<file path="config.mk">
export PLATFORM = sky130hd
export DESIGN_NAME = mpsm_top
export DESIGN_NICKNAME = d
export VERILOG_FILES = /design/src/mpsm_pkg.sv /design/src/mpsm_fifo.sv /design/src/mpsm_top.sv
export VERILOG_INCLUDE_DIRS = /design/src
export SDC_FILE = /design/constraint.sdc
export NUM_CORES = 1
export LEC_CHECK = 0
export BUFFER_PORTS_ARGS = -buffer_cell sky130_fd_sc_hd__buf_4
export CAP_MARGIN = 15
export CORE_ASPECT_RATIO = 1.2
export CORE_UTILIZATION = 63
export DETAILED_ROUTE_END_ITERATION = 6
export HOLD_SLACK_MARGIN = 0.06
export PLACE_DENSITY = 0.84
export SKIP_CTS_REPAIR_TIMING = 1
export SLEW_MARGIN = 20
export SYNTH_ARGS = -nofsm -noshare
export SYNTH_HDL_FRONTEND = slang
export SYNTH_SLANG_ARGS = --single-unit
</file>
<file path="constraint.sdc">
create_clock -name clk -period 4.58 [get_ports clk]
set_input_delay 0.687 -clock clk [delete_from_list [all_inputs] [get_ports clk]]
set_output_delay 0.687 -clock clk [all_outputs]
set_load 0.1 [all_outputs]
</file>
<file path="src/mpsm_defs.svh">
`ifndef MPSM_DEFS_SVH
`define MPSM_DEFS_SVH
`define MPSM_CLK_HZ 20000000
`define MPSM_FAST_BPS 30000000
`define MPSM_SLOW_BPS 2000000
`define MPSM_SLOW_MIN_HALF ((`MPSM_CLK_HZ + 2 * `MPSM_SLOW_BPS - 1) / (2 * `MPSM_SLOW_BPS))
`define MPSM_FAST_MIN_HALF 1
`define MPSM_DIV_RST 8'h05
`define MPSM_PORTS 8
`define MPSM_AUX_PINS 3
`define MPSM_CPOL_BIT 1
`define MPSM_CPHA_BIT 0
`endif

</file>
<file path="src/mpsm_pkg.sv">
package mpsm_pkg;
   typedef enum logic [1:0] {
      MPSM_IDLE = 2'b00,
      MPSM_LOAD = 2'b01,
      MPSM_SHIFT = 2'b11,
      MPSM_DONE = 2'b10
   } mpsm_state_t;
endpackage : mpsm_pkg

</file>
<file path="src/mpsm_fifo.sv">
`timescale 1ns/1ps
module mpsm_fifo #(
   parameter int WIDTH = 8,
   parameter int DEPTH = 8
) (
   input wire logic clk,
   input wire logic rst,
   input wire logic ce,
   input wire logic in_valid,
   output logic in_ready,
   input wire logic [WIDTH-1:0] in_data,
   output logic out_valid,
   input wire logic out_ready,
   output logic [WIDTH-1:0] out_data
);
   localparam int AW = $clog2(DEPTH);
   typedef struct packed {
      logic [AW:0] wr;
      logic [AW:0] rd;
   } mpsm_fifo_st_t;
   mpsm_fifo_st_t s_q, s_d;
   logic [WIDTH-1:0] mem [DEPTH];
   logic full, empty;
   assign empty = s_q.wr == s_q.rd;
   assign full = (s_q.wr[AW] != s_q.rd[AW]) && (s_q.wr[AW-1:0] == s_q.rd[AW-1:0]);
   assign in_ready = !full;
   assign out_valid = !empty;
   assign out_data = mem[s_q.rd[AW-1:0]];
   always_comb begin
      s_d = s_q;
      if (in_valid && !full) s_d.wr = s_q.wr + 1'b1;
      if (out_ready && !empty) s_d.rd = s_q.rd + 1'b1;
   end
   always_ff @(posedge clk) begin
      if (rst) begin
         s_q <= '0;
      end else if (ce) begin
         s_q <= s_d;
         if (in_valid && !full) mem[s_q.wr[AW-1:0]] <= in_data;
      end
   end
endmodule : mpsm_fifo

</file>
<file path="src/mpsm_top.sv">
`timescale 1ns/1ps
`include "mpsm_defs.svh"
// Contract
// - Serial pins released unless programming is active
// - Eight ports share clock and data pins
// - Only one port select asserted at once
// - All four clock modes, chosen per transfer
// - Modes 0 and 2 run up to fastest; code clamps to slow rate when the previous transfer was mode 1 or 3
// - Modes 1 and 3 limited to slow rate; code clamps only when the previous transfer was mode 1 or 3
// - Serial clock rate set by user divider
// - Test engine supports two and four wire; two wire drives serial_io_o throughout and reads serial_in_i
// - Reduced test classes via two wire form
// - Three general purpose pins provided
// - Software drives one pin as target reset
module mpsm_top #(
   parameter int PORTS = `MPSM_PORTS,
   parameter int DEPTH = 8
) (
   input wire logic clk,
   input wire logic rst,
   input wire logic ce,
   input wire logic tx_valid,
   output logic tx_ready,
   input wire logic [7:0] tx_data,
   input wire logic tx_last,
   output logic rx_valid,
   output logic [7:0] rx_data,
   input wire logic spi_start,
   input wire logic [2:0] spi_port,
   input wire logic [1:0] spi_mode,
   input wire logic spi_lsb_first,
   input wire logic [7:0] clk_div,
   input wire logic test_mode,
   input wire logic two_wire,
   output logic busy,
   output logic serial_clk_o,
   output logic serial_clk_oe_n,
   output logic serial_out_o,
   output logic serial_out_oe_n,
   input wire logic serial_in_i,
   output logic serial_io_o,
   output logic serial_io_oe_n,
   output logic [PORTS-1:0] port_select_n_o,
   output logic [PORTS-1:0] port_select_oe_n,
   input wire logic [2:0] aux_out,
   input wire logic [2:0] aux_drive,
   input wire logic core_reset_req,
   output logic [2:0] aux_pin_o,
   output logic [2:0] aux_pin_oe_n,
   input wire logic [2:0] aux_pin_i,
   output logic [2:0] aux_in
);
   typedef struct packed {
      mpsm_pkg::mpsm_state_t st;
      logic [7:0] div;
      logic [7:0] cnt;
      logic [7:0] sh;
      logic [7:0] rxs;
      logic [3:0] bits;
      logic [2:0] port;
      logic [1:0] mode;
      logic lsb;
      logic last;
      logic tst;
      logic two;
      logic sclk;
      logic rxv;
      logic [7:0] rxd;
      logic [1:0] in_s1;
      logic [1:0] in_s2;
      logic [2:0] aux_s1;
      logic [2:0] aux_s2;
      logic [2:0] aux_po;
      logic [2:0] aux_poe_n;
      logic [PORTS-1:0] sel_n;
   } mpsm_st_t;
   mpsm_st_t s_q, s_d;
   logic f_valid, f_ready, f_last;
   logic [7:0] f_data;
   logic in_bit, half_end, act;
   logic [7:0] min_half, div_use;
   mpsm_fifo #(.WIDTH(9), .DEPTH(DEPTH)) u_fifo (
      .clk(clk),
      .rst(rst),
      .ce(ce),
      .in_valid(tx_valid),
      .in_ready(tx_ready),
      .in_data({tx_last, tx_data}),
      .out_valid(f_valid),
      .out_ready(f_ready),
      .out_data({f_last, f_data})
   );
   assign act = s_q.st != mpsm_pkg::MPSM_IDLE;
   assign f_ready = s_q.st == mpsm_pkg::MPSM_LOAD;
   assign in_bit = s_q.two ? s_q.in_s2[1] : s_q.in_s2[0];
   assign min_half = s_q.mode[`MPSM_CPHA_BIT] ? 8'(`MPSM_SLOW_MIN_HALF) : 8'(`MPSM_FAST_MIN_HALF);
   assign div_use = (clk_div < min_half) ? min_half : clk_div;
   assign half_end = s_q.cnt + 8'h01 >= s_q.div;
   always_comb begin
      s_d = s_q;
      s_d.rxv = 1'b0;
      s_d.in_s1 = {serial_io_i_sample(), serial_in_i};
      s_d.in_s2 = s_q.in_s1;
      s_d.aux_s1 = aux_pin_i;
      s_d.aux_s2 = s_q.aux_s1;
      s_d.aux_po = aux_out;
      s_d.aux_po[0] = aux_out[0] | core_reset_req;
      s_d.aux_poe_n = ~(aux_drive | {2'b00, core_reset_req});
      case (s_q.st)
         mpsm_pkg::MPSM_IDLE: begin
            s_d.sel_n = '1;
            if (spi_start && f_valid) begin
               s_d.port = spi_port;
               s_d.mode = test_mode ? 2'b00 : spi_mode;
               s_d.lsb = spi_lsb_first;
               s_d.tst = test_mode;
               s_d.two = test_mode & two_wire;
               s_d.div = div_use;
               s_d.sclk = test_mode ? 1'b0 : spi_mode[`MPSM_CPOL_BIT];
               s_d.st = mpsm_pkg::MPSM_LOAD;
            end
         end
         mpsm_pkg::MPSM_LOAD: begin
            s_d.sh = f_data;
            s_d.last = f_last;
            s_d.bits = 4'h0;
            s_d.cnt = 8'h00;
            if (!s_q.tst) begin
               s_d.sel_n = '1;
               s_d.sel_n[s_q.port] = 1'b0;
            end
            s_d.st = mpsm_pkg::MPSM_SHIFT;
         end
         mpsm_pkg::MPSM_SHIFT: begin
            s_d.cnt = s_q.cnt + 8'h01;
            if (half_end) begin
               s_d.cnt = 8'h00;
               s_d.sclk = ~s_q.sclk;
               if (s_q.sclk == s_q.mode[`MPSM_CPOL_BIT]) begin
                  if (!s_q.mode[`MPSM_CPHA_BIT])
                     s_d.rxs = s_q.lsb ? {in_bit, s_q.rxs[7:1]} : {s_q.rxs[6:0], in_bit};
                  else if (s_q.bits != 4'h0)
                     s_d.sh = s_q.lsb ? {1'b0, s_q.sh[7:1]} : {s_q.sh[6:0], 1'b0};
               end else begin
                  if (s_q.mode[`MPSM_CPHA_BIT])
                     s_d.rxs = s_q.lsb ? {in_bit, s_q.rxs[7:1]} : {s_q.rxs[6:0], in_bit};
                  else
                     s_d.sh = s_q.lsb ? {1'b0, s_q.sh[7:1]} : {s_q.sh[6:0], 1'b0};
                  s_d.bits = s_q.bits + 4'h1;
                  if (s_q.bits == 4'h7) s_d.st = mpsm_pkg::MPSM_DONE;
               end
            end
         end
         mpsm_pkg::MPSM_DONE: begin
            s_d.rxv = 1'b1;
            s_d.rxd = s_q.rxs;
            if (!s_q.last && f_valid) begin
               s_d.st = mpsm_pkg::MPSM_LOAD;
            end else if (s_q.last) begin
               s_d.sel_n = '1;
               s_d.st = mpsm_pkg::MPSM_IDLE;
            end else begin
               s_d.rxv = 1'b0;
            end
         end
         default: s_d.st = mpsm_pkg::MPSM_IDLE;
      endcase
   end
   function automatic logic serial_io_i_sample();
      return serial_in_i;
   endfunction : serial_io_i_sample
   always_ff @(posedge clk) begin
      if (rst) begin
         s_q <= '0;
         s_q.sel_n <= '1;
         s_q.aux_poe_n <= '1;
         s_q.div <= `MPSM_DIV_RST;
      end else if (ce) begin
         s_q <= s_d;
      end
   end
   logic [7:0] out_bit_src;
   assign out_bit_src = s_q.sh;
   always_ff @(posedge clk) begin
      if (rst) begin
         serial_clk_o <= 1'b0;
         serial_clk_oe_n <= 1'b1;
         serial_out_o <= 1'b0;
         serial_out_oe_n <= 1'b1;
         serial_io_o <= 1'b0;
         serial_io_oe_n <= 1'b1;
         port_select_n_o <= '1;
         port_select_oe_n <= '1;
         busy <= 1'b0;
         rx_valid <= 1'b0;
         rx_data <= 8'h00;
         aux_pin_o <= 3'h0;
         aux_pin_oe_n <= 3'h7;
         aux_in <= 3'h0;
      end else if (ce) begin
         serial_clk_o <= s_q.sclk;
         serial_clk_oe_n <= !act;
         serial_out_o <= s_q.lsb ? out_bit_src[0] : out_bit_src[7];
         serial_out_oe_n <= !act || s_q.two;
         serial_io_o <= s_q.lsb ? out_bit_src[0] : out_bit_src[7];
         serial_io_oe_n <= !(act && s_q.two);
         port_select_n_o <= s_q.sel_n;
         port_select_oe_n <= act ? '0 : '1;
         busy <= act;
         rx_valid <= s_q.rxv;
         rx_data <= s_q.rxd;
         aux_pin_o <= s_q.aux_po;
         aux_pin_oe_n <= s_q.aux_poe_n;
         aux_in <= s_q.aux_s2;
      end
   end
endmodule : mpsm_top

</file>
# Word-level counts from Yosys, hierarchy flattened
# Memory sizes are Yosys's and may differ from the RTL's. A register that Yosys moved wholly into a read port is not among the register bits.
# Index checks and enable logic that the tools add are counted.
dict set report totals {
  word_cells 147
  ff_bits 127
  latchBits 0
  ram_bits 72
  in_bits 41
  rom_bits 0
  memories 1
  output_inout_bits 42
}
# memory depth width rd rd_ports_with_merged_regs wr line
set memory_table {}
lappend memory_table {u_fifo.mem 8 9 1 1 1 mpsm_fifo.sv:22} ;# logic [WIDTH-1:0] mem [DEPTH];
dict set report classes {
  reduce_logical 32
  bitwise_logic 6
  eq_ne 20
  addsub 4
  multipliers 0
  div_mod_pow 0
  magnitude_cmp 4
  n_mux 43
  shifts 0
}
# operator count
set ops {}
lappend ops {{$mux 8} 12}
lappend ops {{$pmux 16 s2} 1}
lappend ops {{$mux 28} 1}
lappend ops {{$pmux 8 s3} 1}
lappend ops {{$mux 16} 1}
lappend ops {{$ne 2x2->1 const B} 8}
lappend ops {{$add 4x1->4 const B} 3}
lappend ops {{$mux 2} 6}
lappend ops {{$ne 3x3->1 const B} 4}
lappend ops {{$reduce_and 6->1} 2}
lappend ops {{$mux 1} 11}
lappend ops {{$mux 10} 1}
lappend ops {{$reduce_and 2->1} 5}
lappend ops {{$reduce_and 5->1} 2}
lappend ops {{$mux 3} 3}
lappend ops {{$mux 9} 1}
lappend ops {{$add 8x1->8 const B} 1}
lappend ops {{$ge 8x8->1} 1}
lappend ops {{$lt 8x3->1} 1}
lappend ops {{$not 8->8} 1}
lappend ops {{$pmux 2 s4} 1}
lappend ops {{$pmux 4 s2} 1}
lappend ops {{$reduce_and 4->1} 2}
lappend ops {{$reduce_bool 2->1} 4}
lappend ops {{24 further kinds} 35}

# Longest topological paths before layout
# Gate-level depths: netlist of run 1.
dict set report depth {
  depth_word 8
  depth_mapped 12
  depth_no_buf 11
}

# Modules after synthesis
# From an unflattened synthesis of run 1, not the netlist that was laid out.
dict set report hier_totals {
  cells_unflattened 718
  hier_area_um2 8443.1
}
# module area_per_inst_um2 n_inst cells_each seq_area_each_um2
set by_module_without_submodules {}
lappend by_module_without_submodules {mpsm_top 5016.1 1 542 2222.1}
lappend by_module_without_submodules {mpsm_fifo 3427.0 1 176 2382.3}

# Worst setup path after synthesis of run 1
# Ideal clock, no wire load.
dict set report synth_path {
  kind {register to register}
  startpoint {register u_fifo.s_q[4] (netlist bit)}
  endpoint {memory u_fifo.mem[0][0] (enable)}
  path_buffers 2
  path_stages_with_launch 9
  setup_time_ns 0.387
  slack_ns 1.378
  t_arrival_ns 2.815
  synth_period_minus_slack_ns 3.202
  path_cell_list {dfxtp_1 buf_2 xnor2_1 nand4_1 and3_1 clkbuf_1 nor2b_1 nand2b_1 nor3_1}
}
dict set report synth_via {
  elab_chain_len 8
}
# item line
set synth_lines {}
lappend synth_lines {{from (decl)} mpsm_fifo.sv:21} ;# mpsm_fifo_st_t s_q, s_d;
lappend synth_lines {{$eq 3x3->1} mpsm_fifo.sv:25} ;# assign full = (s_q.wr[AW] != s_q.rd[AW]) && (s_q.wr[AW-1:0] == s_q.rd[AW-1:0]);
lappend synth_lines {{$logic_and 1x1->1} mpsm_fifo.sv:25}
lappend synth_lines {{$logic_not 1->1} -}
lappend synth_lines {{named net tx_ready} mpsm_top.sv:23} ;# output logic tx_ready,
lappend synth_lines {{$logic_and 1x1->1} mpsm_fifo.sv:39} ;# if (in_valid && !full) mem[s_q.wr[AW-1:0]] <= in_data;
lappend synth_lines {{$mux 1} mpsm_fifo.sv:39}
lappend synth_lines {{$mux 1} mpsm_fifo.sv:37} ;# end else if (ce) begin
lappend synth_lines {{$mux 1} mpsm_fifo.sv:35} ;# if (rst) begin
lappend synth_lines {{$mux 1 (implied by the code)} mpsm_fifo.sv:39}
lappend synth_lines {{to (decl)} mpsm_fifo.sv:22}
# The timed path passes the listed nets, and every way through them passes these cells.

# Final worst setup path of run 1
dict set report layout_path {
  startpoint {register s_q[63] (netlist bit)}
  endpoint {register s_q[47] (netlist bit)}
}
dict set report layout_via {
  elab_chain_len 3
}
# item line
set layout_lines {}
lappend layout_lines {{from (decl)} mpsm_top.sv:77} ;# mpsm_st_t s_q, s_d;
lappend layout_lines {{$add 8x1->8} mpsm_top.sv:98} ;# assign half_end = s_q.cnt + 8'h01 >= s_q.div;
lappend layout_lines {{$ge 8x8->1} mpsm_top.sv:98}
lappend layout_lines {{$reduce_and 5->1 (no line)} -}
# No other way between the ends.
# A chain may end at the register's enable or synchronous reset.

==> run metrics, run 1 <==
Max Clock Skew 7.273 ps; Post-DRT Antenna Nets 0; CTS Buf Count 17; num ports 83; total global routing overflow 0; insertion delay to the later sink of the worst-skew pair 430 ps; Vias 5460; pwr dens 371.5 mW/mm2; Post-synth top flop dfxtp_1; syn nets 763; Clock Tree Buf Depth 2; Tmin final 3097 ps; cell area after layout 0.009378 mm2; critical path capture point type flip-flop; Critical Path Sink s_q[47]$_SDFFE_PP0P_; # port buffers 82; Ys Warns 0; Mean Syn Cell Area 11.65 um2; dpl hpwl 10950 um; H-tree Lvls 4; fin nets 817; status finished, final reports clean; row count 45; Die W 106.3 um; pre-CTS setup slack 1265 ps; max-slew violations 0; DRC 0; Final setup viols 0; core area 0.01267 mm2; top post-synthesis cells by area dfxtp_1 30%, edfxtp_1 26%, mux2i_1 6.8%; RSZ-0062 raised after global routing false; Pre-Repair DR Iteration Count 5; Hold WC Path Type input port to flip-flop; Post-Syn Area 0.008225 mm2; Final WS setup 1483 ps; Inserted Diodes 0; FF-to-FF path depth 10; Peak Freq 322.9 MHz; Area after DPL 0.008818 mm2; Area Overhead vs Synth 14.01%; headroom to the max-slew limit 0.3771; Max VDD drop 0.3098 mV; largest net degree at the start of global routing 82; drt total wl 15850 um; Initial Utilization 0.6493; final period utilization 0.6763; Seq cells post-synth 194; Worst-path clk slew 70 ps; crit path from s_q[63]$_SDFFE_PP0P_; Leak 3.466 nW; Post-synth top cells 122 x dfxtp_1, 89 x nor2_1, 72 x edfxtp_1; antenna violations before repair 0; MaxCap Viol Count 0; Seq/Total Area, Yosys 0.5598; clock sink count 194; first-pass GRT wire length 26390 um; Critical Path Fanout Max 16; CP required 4920 ps; Post-synth EDFFs 72; worst reg2reg endpoint s_q[47]$_SDFFE_PP0P_; total track usage 0.2515; Crit Reg-Reg Startpoint s_q[63]$_SDFFE_PP0P_; layout cells sized above 1 0.1992; vias in the first global route 5594; DR iter-0 viols 281; Setup Crit Path Kind flip-flop to flip-flop; Worst EP arrival 3440 ps; total die area 0.01352 mm2; Final Hold Viols 0; startpoint types flip-flop; r2r setup slk 1480 ps; setup TNS 0 ps; Total Power 0.003484 W; wire per inst 16.91 um; drt via density 5.827; CTS tree built; area leader, netlist dfxtp_1; post-synth top area share 0.2969; routability cong. 0.8157; top-count cell post-synth dfxtp_1; die height 127.2 um; Netlist cell types 62; worst slew pin tran 934.3 ps; HP Start aux_drive[0]; Post-Synthesis Cells 706; clk root buf clkbuf_16; Post-synth ARST share 0
-- per-layer routing --
layer | vias to the layer above | part of all wire | global-route usage
li1 | 2638 | - | -
met1 | 2637 | 0.40 | 0.2856
met2 | 151 | 0.54 | 0.4542
met3 | 34 | 0.035 | 0.05459
met4 | 0 | 0.024 | 0.1070
met5 | - | 0 | 0
-- layout make-up --
class / instances / area [um2]
Tap cell: 164 / 205.2
Inverter: 16 / 60.06
Multi-Input combinational cell: 445 / 3312
Timing Repair Buffer: 86 / 645.6
Clock buffer: 20 / 436.7
Fill cell: 847 / 3291
Clock inverter: 12 / 113.9
Sequential cell: 194 / 4604
-- critical path, stage by stage (launching register included) --
cell       delay (ps)
dfxtp_1           440
nand3_1           150
nor2_1            180
nand3_1           110
xnor2_1           160
ha_1              340
and3_4            240
o311ai_4          170
a2111oi_4         860
nor2_1            110
a211oi_1          240
-- kinds of logic (layout without fill, tap and decap cells) --
kind of cell	count (synthesis)	in the layout	synth area share
mux	88	88	0.1366
compound gates	103	103	0.09614
xor+xnor	17	17	0.01810
simple gates	221	221	0.1264
fa+ha+maj	16	16	0.02434
flops	194	194	0.5598
buf+inv	67	134	0.03864
-- how the worst min path moves through the flow --
| stage | end | slack, ps | cells past startpoint |
|---|---|---|---|
| global placement | aux_pin_oe_n[2]$_SDFFE_PP1P_ | 440 | 1 |
| finish | s_q[8]$_SDFFE_PP1P_ | 440 | 2 |
| floorplan | s_q[8]$_SDFFE_PP1P_ | 430 | 2 |
| CTS | s_q[8]$_SDFFE_PP1P_ | 420 | 2 |
| detailed placement | s_q[73]$_SDFFE_PP1P_ | 450 | 1 |
| global route | s_q[8]$_SDFFE_PP1P_ | 420 | 2 |
-- stage by stage --
step                      hold WS [ps]  cells  utilization
after floorplan                  431.7    706            -
after global placement           439.9    905       0.6961
after detailed placement         449.1    905       0.6961
after CTS                        423.0    937       0.7396
after global routing             424.1    937       0.7402
final                            435.7    937       0.7402
-- flip-flops by register name, indices dropped and copies added, names as in the netlist, 3 cells and up, named ones only --
signal and cells:
s_q 67, port_select_n_o 8, u_fifo.s_q 8, aux_pin_o 3, u_fifo.mem 72, rx_data 8, aux_pin_oe_n 3, out_bit_src 8
aux_in 3, s_d 4
-- placed cells by master, fill, tap and decap left out, types with 6 or more instances in the layout --
cell / count
nor2_1: 89
nand2_1: 56
a22oi_1: 8
nand4_1: 8
o21ai_0: 8
clkinv_1: 6
a211oi_1: 18
and2_1: 7
buf_4: 86
nand3_1: 14
ha_1: 16
mux2i_1: 56
xnor2_1: 8
dfxtp_1: 122
mux4_2: 18
nand2b_1: 17
clkbuf_16: 17
a211o_1: 13
nor2b_1: 9
edfxtp_1: 72
a21oi_1: 27
mux2_2: 14
inv_1: 16
xor2_1: 9
-- where the power goes --
part / total (W) / switching (W) / leakage, nW / internal [W]
Combinational: 0.000257 / 0.000175 / 1.56 / 0.0000816
Clock: 0.00140 / 0.000603 / 0.267 / 0.000794
Sequential: 0.00183 / 0.0000188 / 1.64 / 0.00181
Note: power is estimated with default switching activity, not from simulation.
==> inputs of run 2 (changes only) <==
--- a/config.mk
+++ b/config.mk
@@ -9,10 +9,10 @@
 export BUFFER_PORTS_ARGS = -buffer_cell sky130_fd_sc_hd__buf_4
 export CAP_MARGIN = 15
 export CORE_ASPECT_RATIO = 1.2
-export CORE_UTILIZATION = 63
+export CORE_UTILIZATION = 53
 export DETAILED_ROUTE_END_ITERATION = 6
 export HOLD_SLACK_MARGIN = 0.06
-export PLACE_DENSITY = 0.84
+export PLACE_DENSITY = 0.76
 export SKIP_CTS_REPAIR_TIMING = 1
 export SLEW_MARGIN = 20
 export SYNTH_ARGS = -nofsm -noshare
==> constraint.sdc (replaced) <==
create_clock -name clk -period 2.7 [get_ports clk]
set_input_delay 0.405 -clock clk [delete_from_list [all_inputs] [get_ports clk]]
set_output_delay 0.405 -clock clk [all_outputs]
set_load 0.1 [all_outputs]
==> run 2 against run 1 <==
  * Via count grew 1.9%
  * Sequential share of layout area decreased by 2.9 points
  * Fmax up 15%
  * Largest cell class unchanged
  * Count of clock-buffer cells in the layout fell by 2
  * Wire length increased by 9.7%
  * Clock skew grew 1.5 ps
  * Combinational power grew 80%
==> run metrics, run 2 (synthesis gave the netlist of run 1 again) <==
vias in the first global route 5481 (was 5594); Max VDD drop 0.5351 mV (was 0.3098 mV); Min-Delay Endpoint s_q[8]$_SDFFE_PP1P_ (unchanged); Final setup viols 0 (unchanged); MaxCap Viol Count 0 (unchanged); Hold WC Path Type input port to flip-flop (unchanged); Sw Pwr 0.001512 W (was 0.0007973 W); Die W 115.7 um (was 106.3 um); dpl hpwl 11450 um (was 10950 um); total global routing overflow 0 (unchanged); Critical Path Fanout Max 8 (was 16); Total Power 0.005959 W (was 0.003484 W); max FFs per register 72 (unchanged); drt total wl 17380 um (was 15850 um); antenna violations before repair 0 (unchanged); Tmin final 2692 ps (was 3097 ps); Hold Path Cell Cnt 2 (unchanged); CP delay by family, top compound AO/OA/AOI/OAI gates (unchanged); die height 138.5 um (was 127.2 um); H-tree Lvls 4 (unchanged); max-slew violations 0 (unchanged); pre-CTS setup slack -51.77 ps (was 1265 ps); largest net degree at the start of global routing 70 (was 82); r2r setup slk 8 ps (was 1480 ps); Filler Cell Count 1150 (was 847); core area 0.01508 mm2 (was 0.01267 mm2); drt via density 5.509 (was 5.827); first-pass GRT wire length 27230 um (was 26390 um); total track usage 0.2228 (was 0.2515); Inserted Diodes 0 (unchanged); RSZ-0062 raised after global routing true (was false); startpoint types flip-flop (unchanged); CP required 3040 ps (was 4920 ps); global routing usage on met1 0.2598 (was 0.2856); Initial Utilization 0.5454 (was 0.6493); Final WS setup 8.077 ps (was 1483 ps); DR iter-0 viols 374 (was 281); row count 49 (was 45); Max Clock Skew 8.746 ps (was 7.273 ps); total die area 0.01602 mm2 (was 0.01352 mm2); commonest non-fill, non-tap cells in the layout 115 x dfxtp_1, 110 x buf_4, 79 x nor2_1 (was 122 x dfxtp_1, 89 x nor2_1, 86 x buf_4); FF-to-FF path depth 11 (was 10); Int Power 0.004447 W (was 0.002686 W); Max stage delay on crit path 450 ps (was 860 ps); clk root buf clkbuf_16 (unchanged); Final Hold Viols 0 (unchanged); headroom to the max-slew limit 0.6006 (was 0.3771); wire per inst 17.21 um (was 16.91 um); met3 usage 0.04866 (was 0.05459); GR peak layer met2 (unchanged); met2 Resource Use GR 0.3921 (was 0.4542); Vias 5564 (was 5460); Area Overhead vs Synth 21.68% (was 14.01%); Clk pwr share 0.403 (was 0.401); Clock Tree Buf Depth 2 (unchanged); Setup Crit Path Kind flip-flop to flip-flop (unchanged); fin nets 850 (was 817); Worst-path clk slew 80 ps (was 70 ps); insertion delay to the later sink of the worst-skew pair 430 ps (about the same); status finished, final reports clean (unchanged); CP cell instances ha_4, xor2_1, ha_1, a31oi_1, nor2b_1, o311ai_4, a2111oi_4, clkbuf_16, buf_12, nor2_1, a211oi_1 (was nand3_1, nor2_1, nand3_1, xnor2_1, ha_1, and3_4, o311ai_4, a2111oi_4, nor2_1, a211oi_1); crit path max-delay cell type a2111oi_4 (unchanged); Peak Freq 371.5 MHz (was 322.9 MHz); worst reg2reg endpoint s_q[50]$_SDFFE_PP0P_ (was s_q[47]$_SDFFE_PP0P_); Worst EP arrival 3040 ps (was 3440 ps); CTS tree built (unchanged); Pre-Repair DR Iteration Count 4 (was 5); sequential cell area 0.004621 mm2 (was 0.004604 mm2); sw frac 0.2537 (was 0.2289); Logic pwr share 0.078 (was 0.074); worst slew pin tran 599.2 ps (was 934.3 ps); CTS Buf Count 17 (unchanged); Crit Reg-Reg Startpoint s_q[63]$_SDFFE_PP0P_ (unchanged); HP Start core_reset_req (was aux_drive[0]); num ports 83 (unchanged); critical path capture point type flip-flop (unchanged); final period utilization 0.9970 (was 0.6763); pwr dens 595.4 mW/mm2 (was 371.5 mW/mm2); clock sink count 194 (unchanged); Leak 3.703 nW (was 3.466 nW); multi-input logic area 0.003551 mm2 (was 0.003312 mm2); Post-DRT Antenna Nets 0 (unchanged); routability cong. 0.7952 (was 0.8157); Reg power frac 0.519 (was 0.525); commonest non-fill, non-tap cell in the layout dfxtp_1 (unchanged); # port buffers 82 (unchanged); layout cells sized above 1 0.2916 (was 0.1992); CP bufs+invs 2 (was 0); DRC 0 (unchanged)
-- run 2: metal layers --
layer	vias up	wire length (um)
met3	35	599
li1	2700	-
met2	124	9281
met5	-	0
met1	2705	7056
met4	0	442
-- run 2: how the worst max path moves through the flow --
stage	cells past startpoint	slack, ps	startpoint	end
after global placement	12	60	s_q[63]$_SDFFE_PP0P_	s_q[45]$_SDFFE_PP0P_
after detailed placement	10	-50	s_q[63]$_SDFFE_PP0P_	out_bit_src[1]$_SDFFE_PP0P_
after CTS	12	-90	s_q[63]$_SDFFE_PP0P_	s_q[45]$_SDFFE_PP0P_
after global routing	13	-90	s_q[63]$_SDFFE_PP0P_	s_q[53]$_SDFFE_PP0P_
final	11	8	s_q[63]$_SDFFE_PP0P_	s_q[50]$_SDFFE_PP0P_
after floorplan	8	-130	u_fifo.s_q[5]$_SDFFE_PP0P_	u_fifo.mem[0][0]$_DFFE_PP_
-- run 2: layout make-up --
class                   count  area share
flip-flops and latches    194      0.4617
multi-input cells         446      0.3548
repair buffers            118     0.09589
clock buffers              18     0.04288
well taps                 204     0.02550
clock inverters            14     0.01325
inverters                  16    0.006001
-- run 2: power by group through the flow --
stage | clock network, W | registers, W | logic (W)
finish | 0.00240 | 0.00310 | 0.000463
global route | 0.00256 | 0.00310 | 0.000493
floorplan | 0 | 0.00325 | 0.000241
CTS | 0.00243 | 0.00310 | 0.000455
global placement | 0 | 0.00316 | 0.000444
detailed placement | 0 | 0.00317 | 0.000454
-- run 2: worst register-to-register path: cells and delay by family, from the launching register on --
family / cells / cell delay, ps
XOR/XNOR: 1 / 170
adder cells (fa/ha/maj): 2 / 490
AND/OR/NAND/NOR: 2 / 400
AO/OA/AOI/OAI: 4 / 840
flip-flops: 1 / 370
buffers and inverters: 2 / 320
-- run 2: stage by stage --
| stage | hold slack, ps | cells | instance area (um2) | util | setup TNS, ps |
|---|---|---|---|---|---|
| floorplan | 431.7 | 706 | 8347 | - | -8712 |
| global route | 136.9 | 1010 | 10010 | 0.6636 | -902.2 |
| detailed placement | 452.6 | 964 | 9144 | 0.6063 | -328.7 |
| finish | 155.8 | 1010 | 10010 | 0.6636 | 0 |
| global placement | 442.0 | 964 | 9144 | 0.6063 | 0 |
| CTS | 140.1 | 996 | 9706 | 0.6435 | -792.1 |
==> inputs of run 3 (changes only) <==
--- a/config.mk
+++ b/config.mk
@@ -10,6 +10,7 @@
 export CAP_MARGIN = 15
 export CORE_ASPECT_RATIO = 1.2
 export CORE_UTILIZATION = 53
+export CTS_CLUSTER_DIAMETER = 40
 export DETAILED_ROUTE_END_ITERATION = 6
 export HOLD_SLACK_MARGIN = 0.06
 export PLACE_DENSITY = 0.76
==> constraint.sdc (replaced) <==
create_clock -name clk -period 2.35 [get_ports clk]
set_input_delay 0.3525 -clock clk [delete_from_list [all_inputs] [get_ports clk]]
set_output_delay 0.3525 -clock clk [all_outputs]
set_load 0.1 [all_outputs]
==> run 3 against run 2 <==
  * The flow now finishes with violations (negative setup slack)
  * Die area unchanged
  * Power increased by 16%
  * Sequential power increased by 15%
  * Via count increased by 3.3%
  * Count of clock-buffer cells in the layout unchanged
==> run metrics, run 3 (synthesis gave the netlist of run 1 again) <==
RSZ-0062 raised after global routing true (unchanged); critical path's most frequent cell nand3_2; Inserted Diodes 0 (unchanged); num ports 83 (unchanged); Max Clock Skew 12.06 ps (was 8.746 ps); Worst EP arrival 3000 ps (was 3040 ps); headroom to the max-slew limit 0.6141 (was 0.6006); fin nets 862 (was 850); DR iter-0 viols 390 (was 374); failing checks negative setup slack; vias in the first global route 5915 (was 5481); max FFs per register 72 (unchanged); MaxCap Viol Count 0 (unchanged); startpoint types flip-flop (unchanged); Max VDD drop 0.5647 mV (was 0.5351 mV); row count 49 (unchanged); drt via density 5.626 (was 5.509); r2r setup slk -330 ps (was 8 ps); dpl hpwl 11830 um (was 11450 um); status complete, but fails checks (was finished, final reports clean); total global routing overflow 0 (unchanged); Pre-Repair DR Iteration Count 5 (was 4); Peak Freq 372.9 MHz (was 371.5 MHz); HP Start aux_drive[0] (was core_reset_req); clk root buf clkbuf_16 (unchanged); Hold WC Path Type input port to flip-flop (unchanged); die height 138.5 um (unchanged); drt total wl 18210 um (was 17380 um); total track usage 0.2336 (was 0.2228); CP required 2670 ps (was 3040 ps); pre-CTS setup slack -345.2 ps (was -51.77 ps); pwr dens 677.3 mW/mm2 (was 595.4 mW/mm2); # port buffers 82 (unchanged); Die W 115.7 um (unchanged); routability cong. 0.8665 (was 0.7952); worst slew pin tran 577.1 ps (was 599.2 ps); critical path capture point type flip-flop (unchanged); CTS tree built (unchanged); Post-DRT Antenna Nets 0 (unchanged); Final Hold Viols 0 (unchanged); Filler Cell Count 1118 (was 1150); crit path max-delay cell type dfxtp_4 (was a2111oi_4); FF-to-FF path depth 11 (unchanged); core area 0.01508 mm2 (unchanged); Final Non-Filler Cells 1022 (was 1010); Min-Delay Endpoint s_q[8]$_SDFFE_PP1P_ (unchanged); Setup Crit Path Kind flip-flop to flip-flop (unchanged); CTS Buf Count 17 (unchanged); largest net degree at the start of global routing 52 (was 70); Initial Utilization 0.5454 (unchanged); commonest non-fill, non-tap cells in the layout 122 x buf_4, 115 x dfxtp_1, 75 x nor2_1 (was 115 x dfxtp_1, 110 x buf_4, 79 x nor2_1); Crit Reg-Reg Startpoint s_q[63]$_SDFFE_PP0P_ (unchanged); wire per inst 17.82 um (was 17.21 um); Final WS setup -331.8 ps (was 8.077 ps); Vias 5750 (was 5564); first-pass GRT wire length 28660 um (was 27230 um); CP cell instances nand3_4, nor2_4, nand3_2, xnor2_2, ha_1, and3_4, a221oi_4, nand3_2, nor3_4, nor2_1, a311oi_2 (was ha_4, xor2_1, ha_1, a31oi_1, nor2b_1, o311ai_4, a2111oi_4, clkbuf_16, buf_12, nor2_1, a211oi_1); Worst-path clk slew 70 ps (was 80 ps); final period utilization 1.141 (was 0.9970); total die area 0.01602 mm2 (unchanged); Area Overhead vs Synth 24.06% (was 21.68%); multi-input logic area 0.003657 mm2 (was 0.003551 mm2); clock sink count 194 (unchanged); Final setup viols 31 (was 0); insertion delay to the later sink of the worst-skew pair 440 ps (was 430 ps); Clock Tree Buf Depth 2 (unchanged); Critical Path Fanout Max 4 (was 8); Inst Count DP 974 (was 964); layout cells sized above 1 0.3227 (was 0.2916); worst reg2reg endpoint s_q[63]$_SDFFE_PP0P_ (was s_q[50]$_SDFFE_PP0P_); H-tree Lvls 4 (unchanged); max-slew violations 0 (unchanged); Hold Path Cell Cnt 2 (unchanged); sequential cell area 0.004623 mm2 (was 0.004621 mm2); Tmin final 2682 ps (was 2692 ps); Leak 3.778 nW (was 3.703 nW); Max stage delay on crit path 390 ps (was 450 ps); commonest non-fill, non-tap cell in the layout buf_4 (was dfxtp_1); DRC 0 (unchanged); antenna violations before repair 0 (unchanged)
[run 3: changes by cell type in the layout (fill, tap and decap cells not counted), moves of 4 or more]
cell	change
buf_4	+12
a211oi_1	-7
a211oi_2	+6
inv_6	-5
a22oi_1	-4
a22oi_2	+4
inv_8	-4
nor2_1	-4
nor2_2	+4
[run 3: layout make-up]
| cell class | instances | share of cell area |
|---|---|---|
| sequential | 194 | 0.4530 |
| tap | 204 | 0.02501 |
| inverter | 16 | 0.005885 |
| multi-input combinational | 446 | 0.3584 |
| timing repair buffer | 130 | 0.1020 |
| clock buffer | 18 | 0.04205 |
| clock inverter | 14 | 0.01361 |
[run 3: worst max-delay path by stage]
stage | startpoint | endpoint | slack [ps] | cells past startpoint
2_1_floorplan | u_fifo.s_q[5]$_SDFFE_PP0P_ | u_fifo.mem[0][0]$_DFFE_PP_ | -480 | 8
3_3_place_gp | s_q[63]$_SDFFE_PP0P_ | s_q[48]$_SDFFE_PP0P_ | -200 | 12
3_5_place_dp | s_q[64]$_SDFFE_PP0P_ | s_q[45]$_SDFFE_PP0P_ | -350 | 11
4_1_cts | s_q[64]$_SDFFE_PP0P_ | s_q[45]$_SDFFE_PP0P_ | -410 | 11
5_1_grt | s_q[63]$_SDFFE_PP0P_ | s_q[63]$_SDFFE_PP0P_ | -480 | 11
6_report | s_q[63]$_SDFFE_PP0P_ | s_q[63]$_SDFFE_PP0P_ | -330 | 11
[run 3: through the flow]
stage | total power (W) | utilization | instance area, um2 | setup TNS [ps] | hold slack, ps
after global placement | 0.004155 | 0.6205 | 9359 | -4362 | 444.0
after CTS | 0.006930 | 0.6582 | 9927 | -9709 | 86.81
final | 0.006912 | 0.6766 | 10200 | -7585 | 90.47
after detailed placement | 0.004172 | 0.6205 | 9359 | -8543 | 452.4
after floorplan | 0.004015 | - | 8477 | -36770 | 431.7
after global routing | 0.007115 | 0.6766 | 10200 | -11820 | 88.29
[run 3: worst max-delay path: cells and delay by family (launching register included)]
kind | cells | cell delay [ps]
compound gates | 2 | 670
xor+xnor | 1 | 160
fa+ha+maj | 1 | 320
flops | 1 | 390
simple gates | 7 | 1020
[run 3: power breakdown]
group          total [W]  switching, W  internal (W)
Clock            0.00281       0.00125       0.00156
Sequential       0.00355     0.0000310       0.00352
Combinational   0.000551      0.000370      0.000180
[run 3: per-layer routing]
layer	wire length, um	GRT usage	vias up
li1	-	-	2717
met1	7373	0.2747	2862
met2	9865	0.4157	140
met3	652	0.04822	31
met4	322	0.08435	0
met5	0	0	-
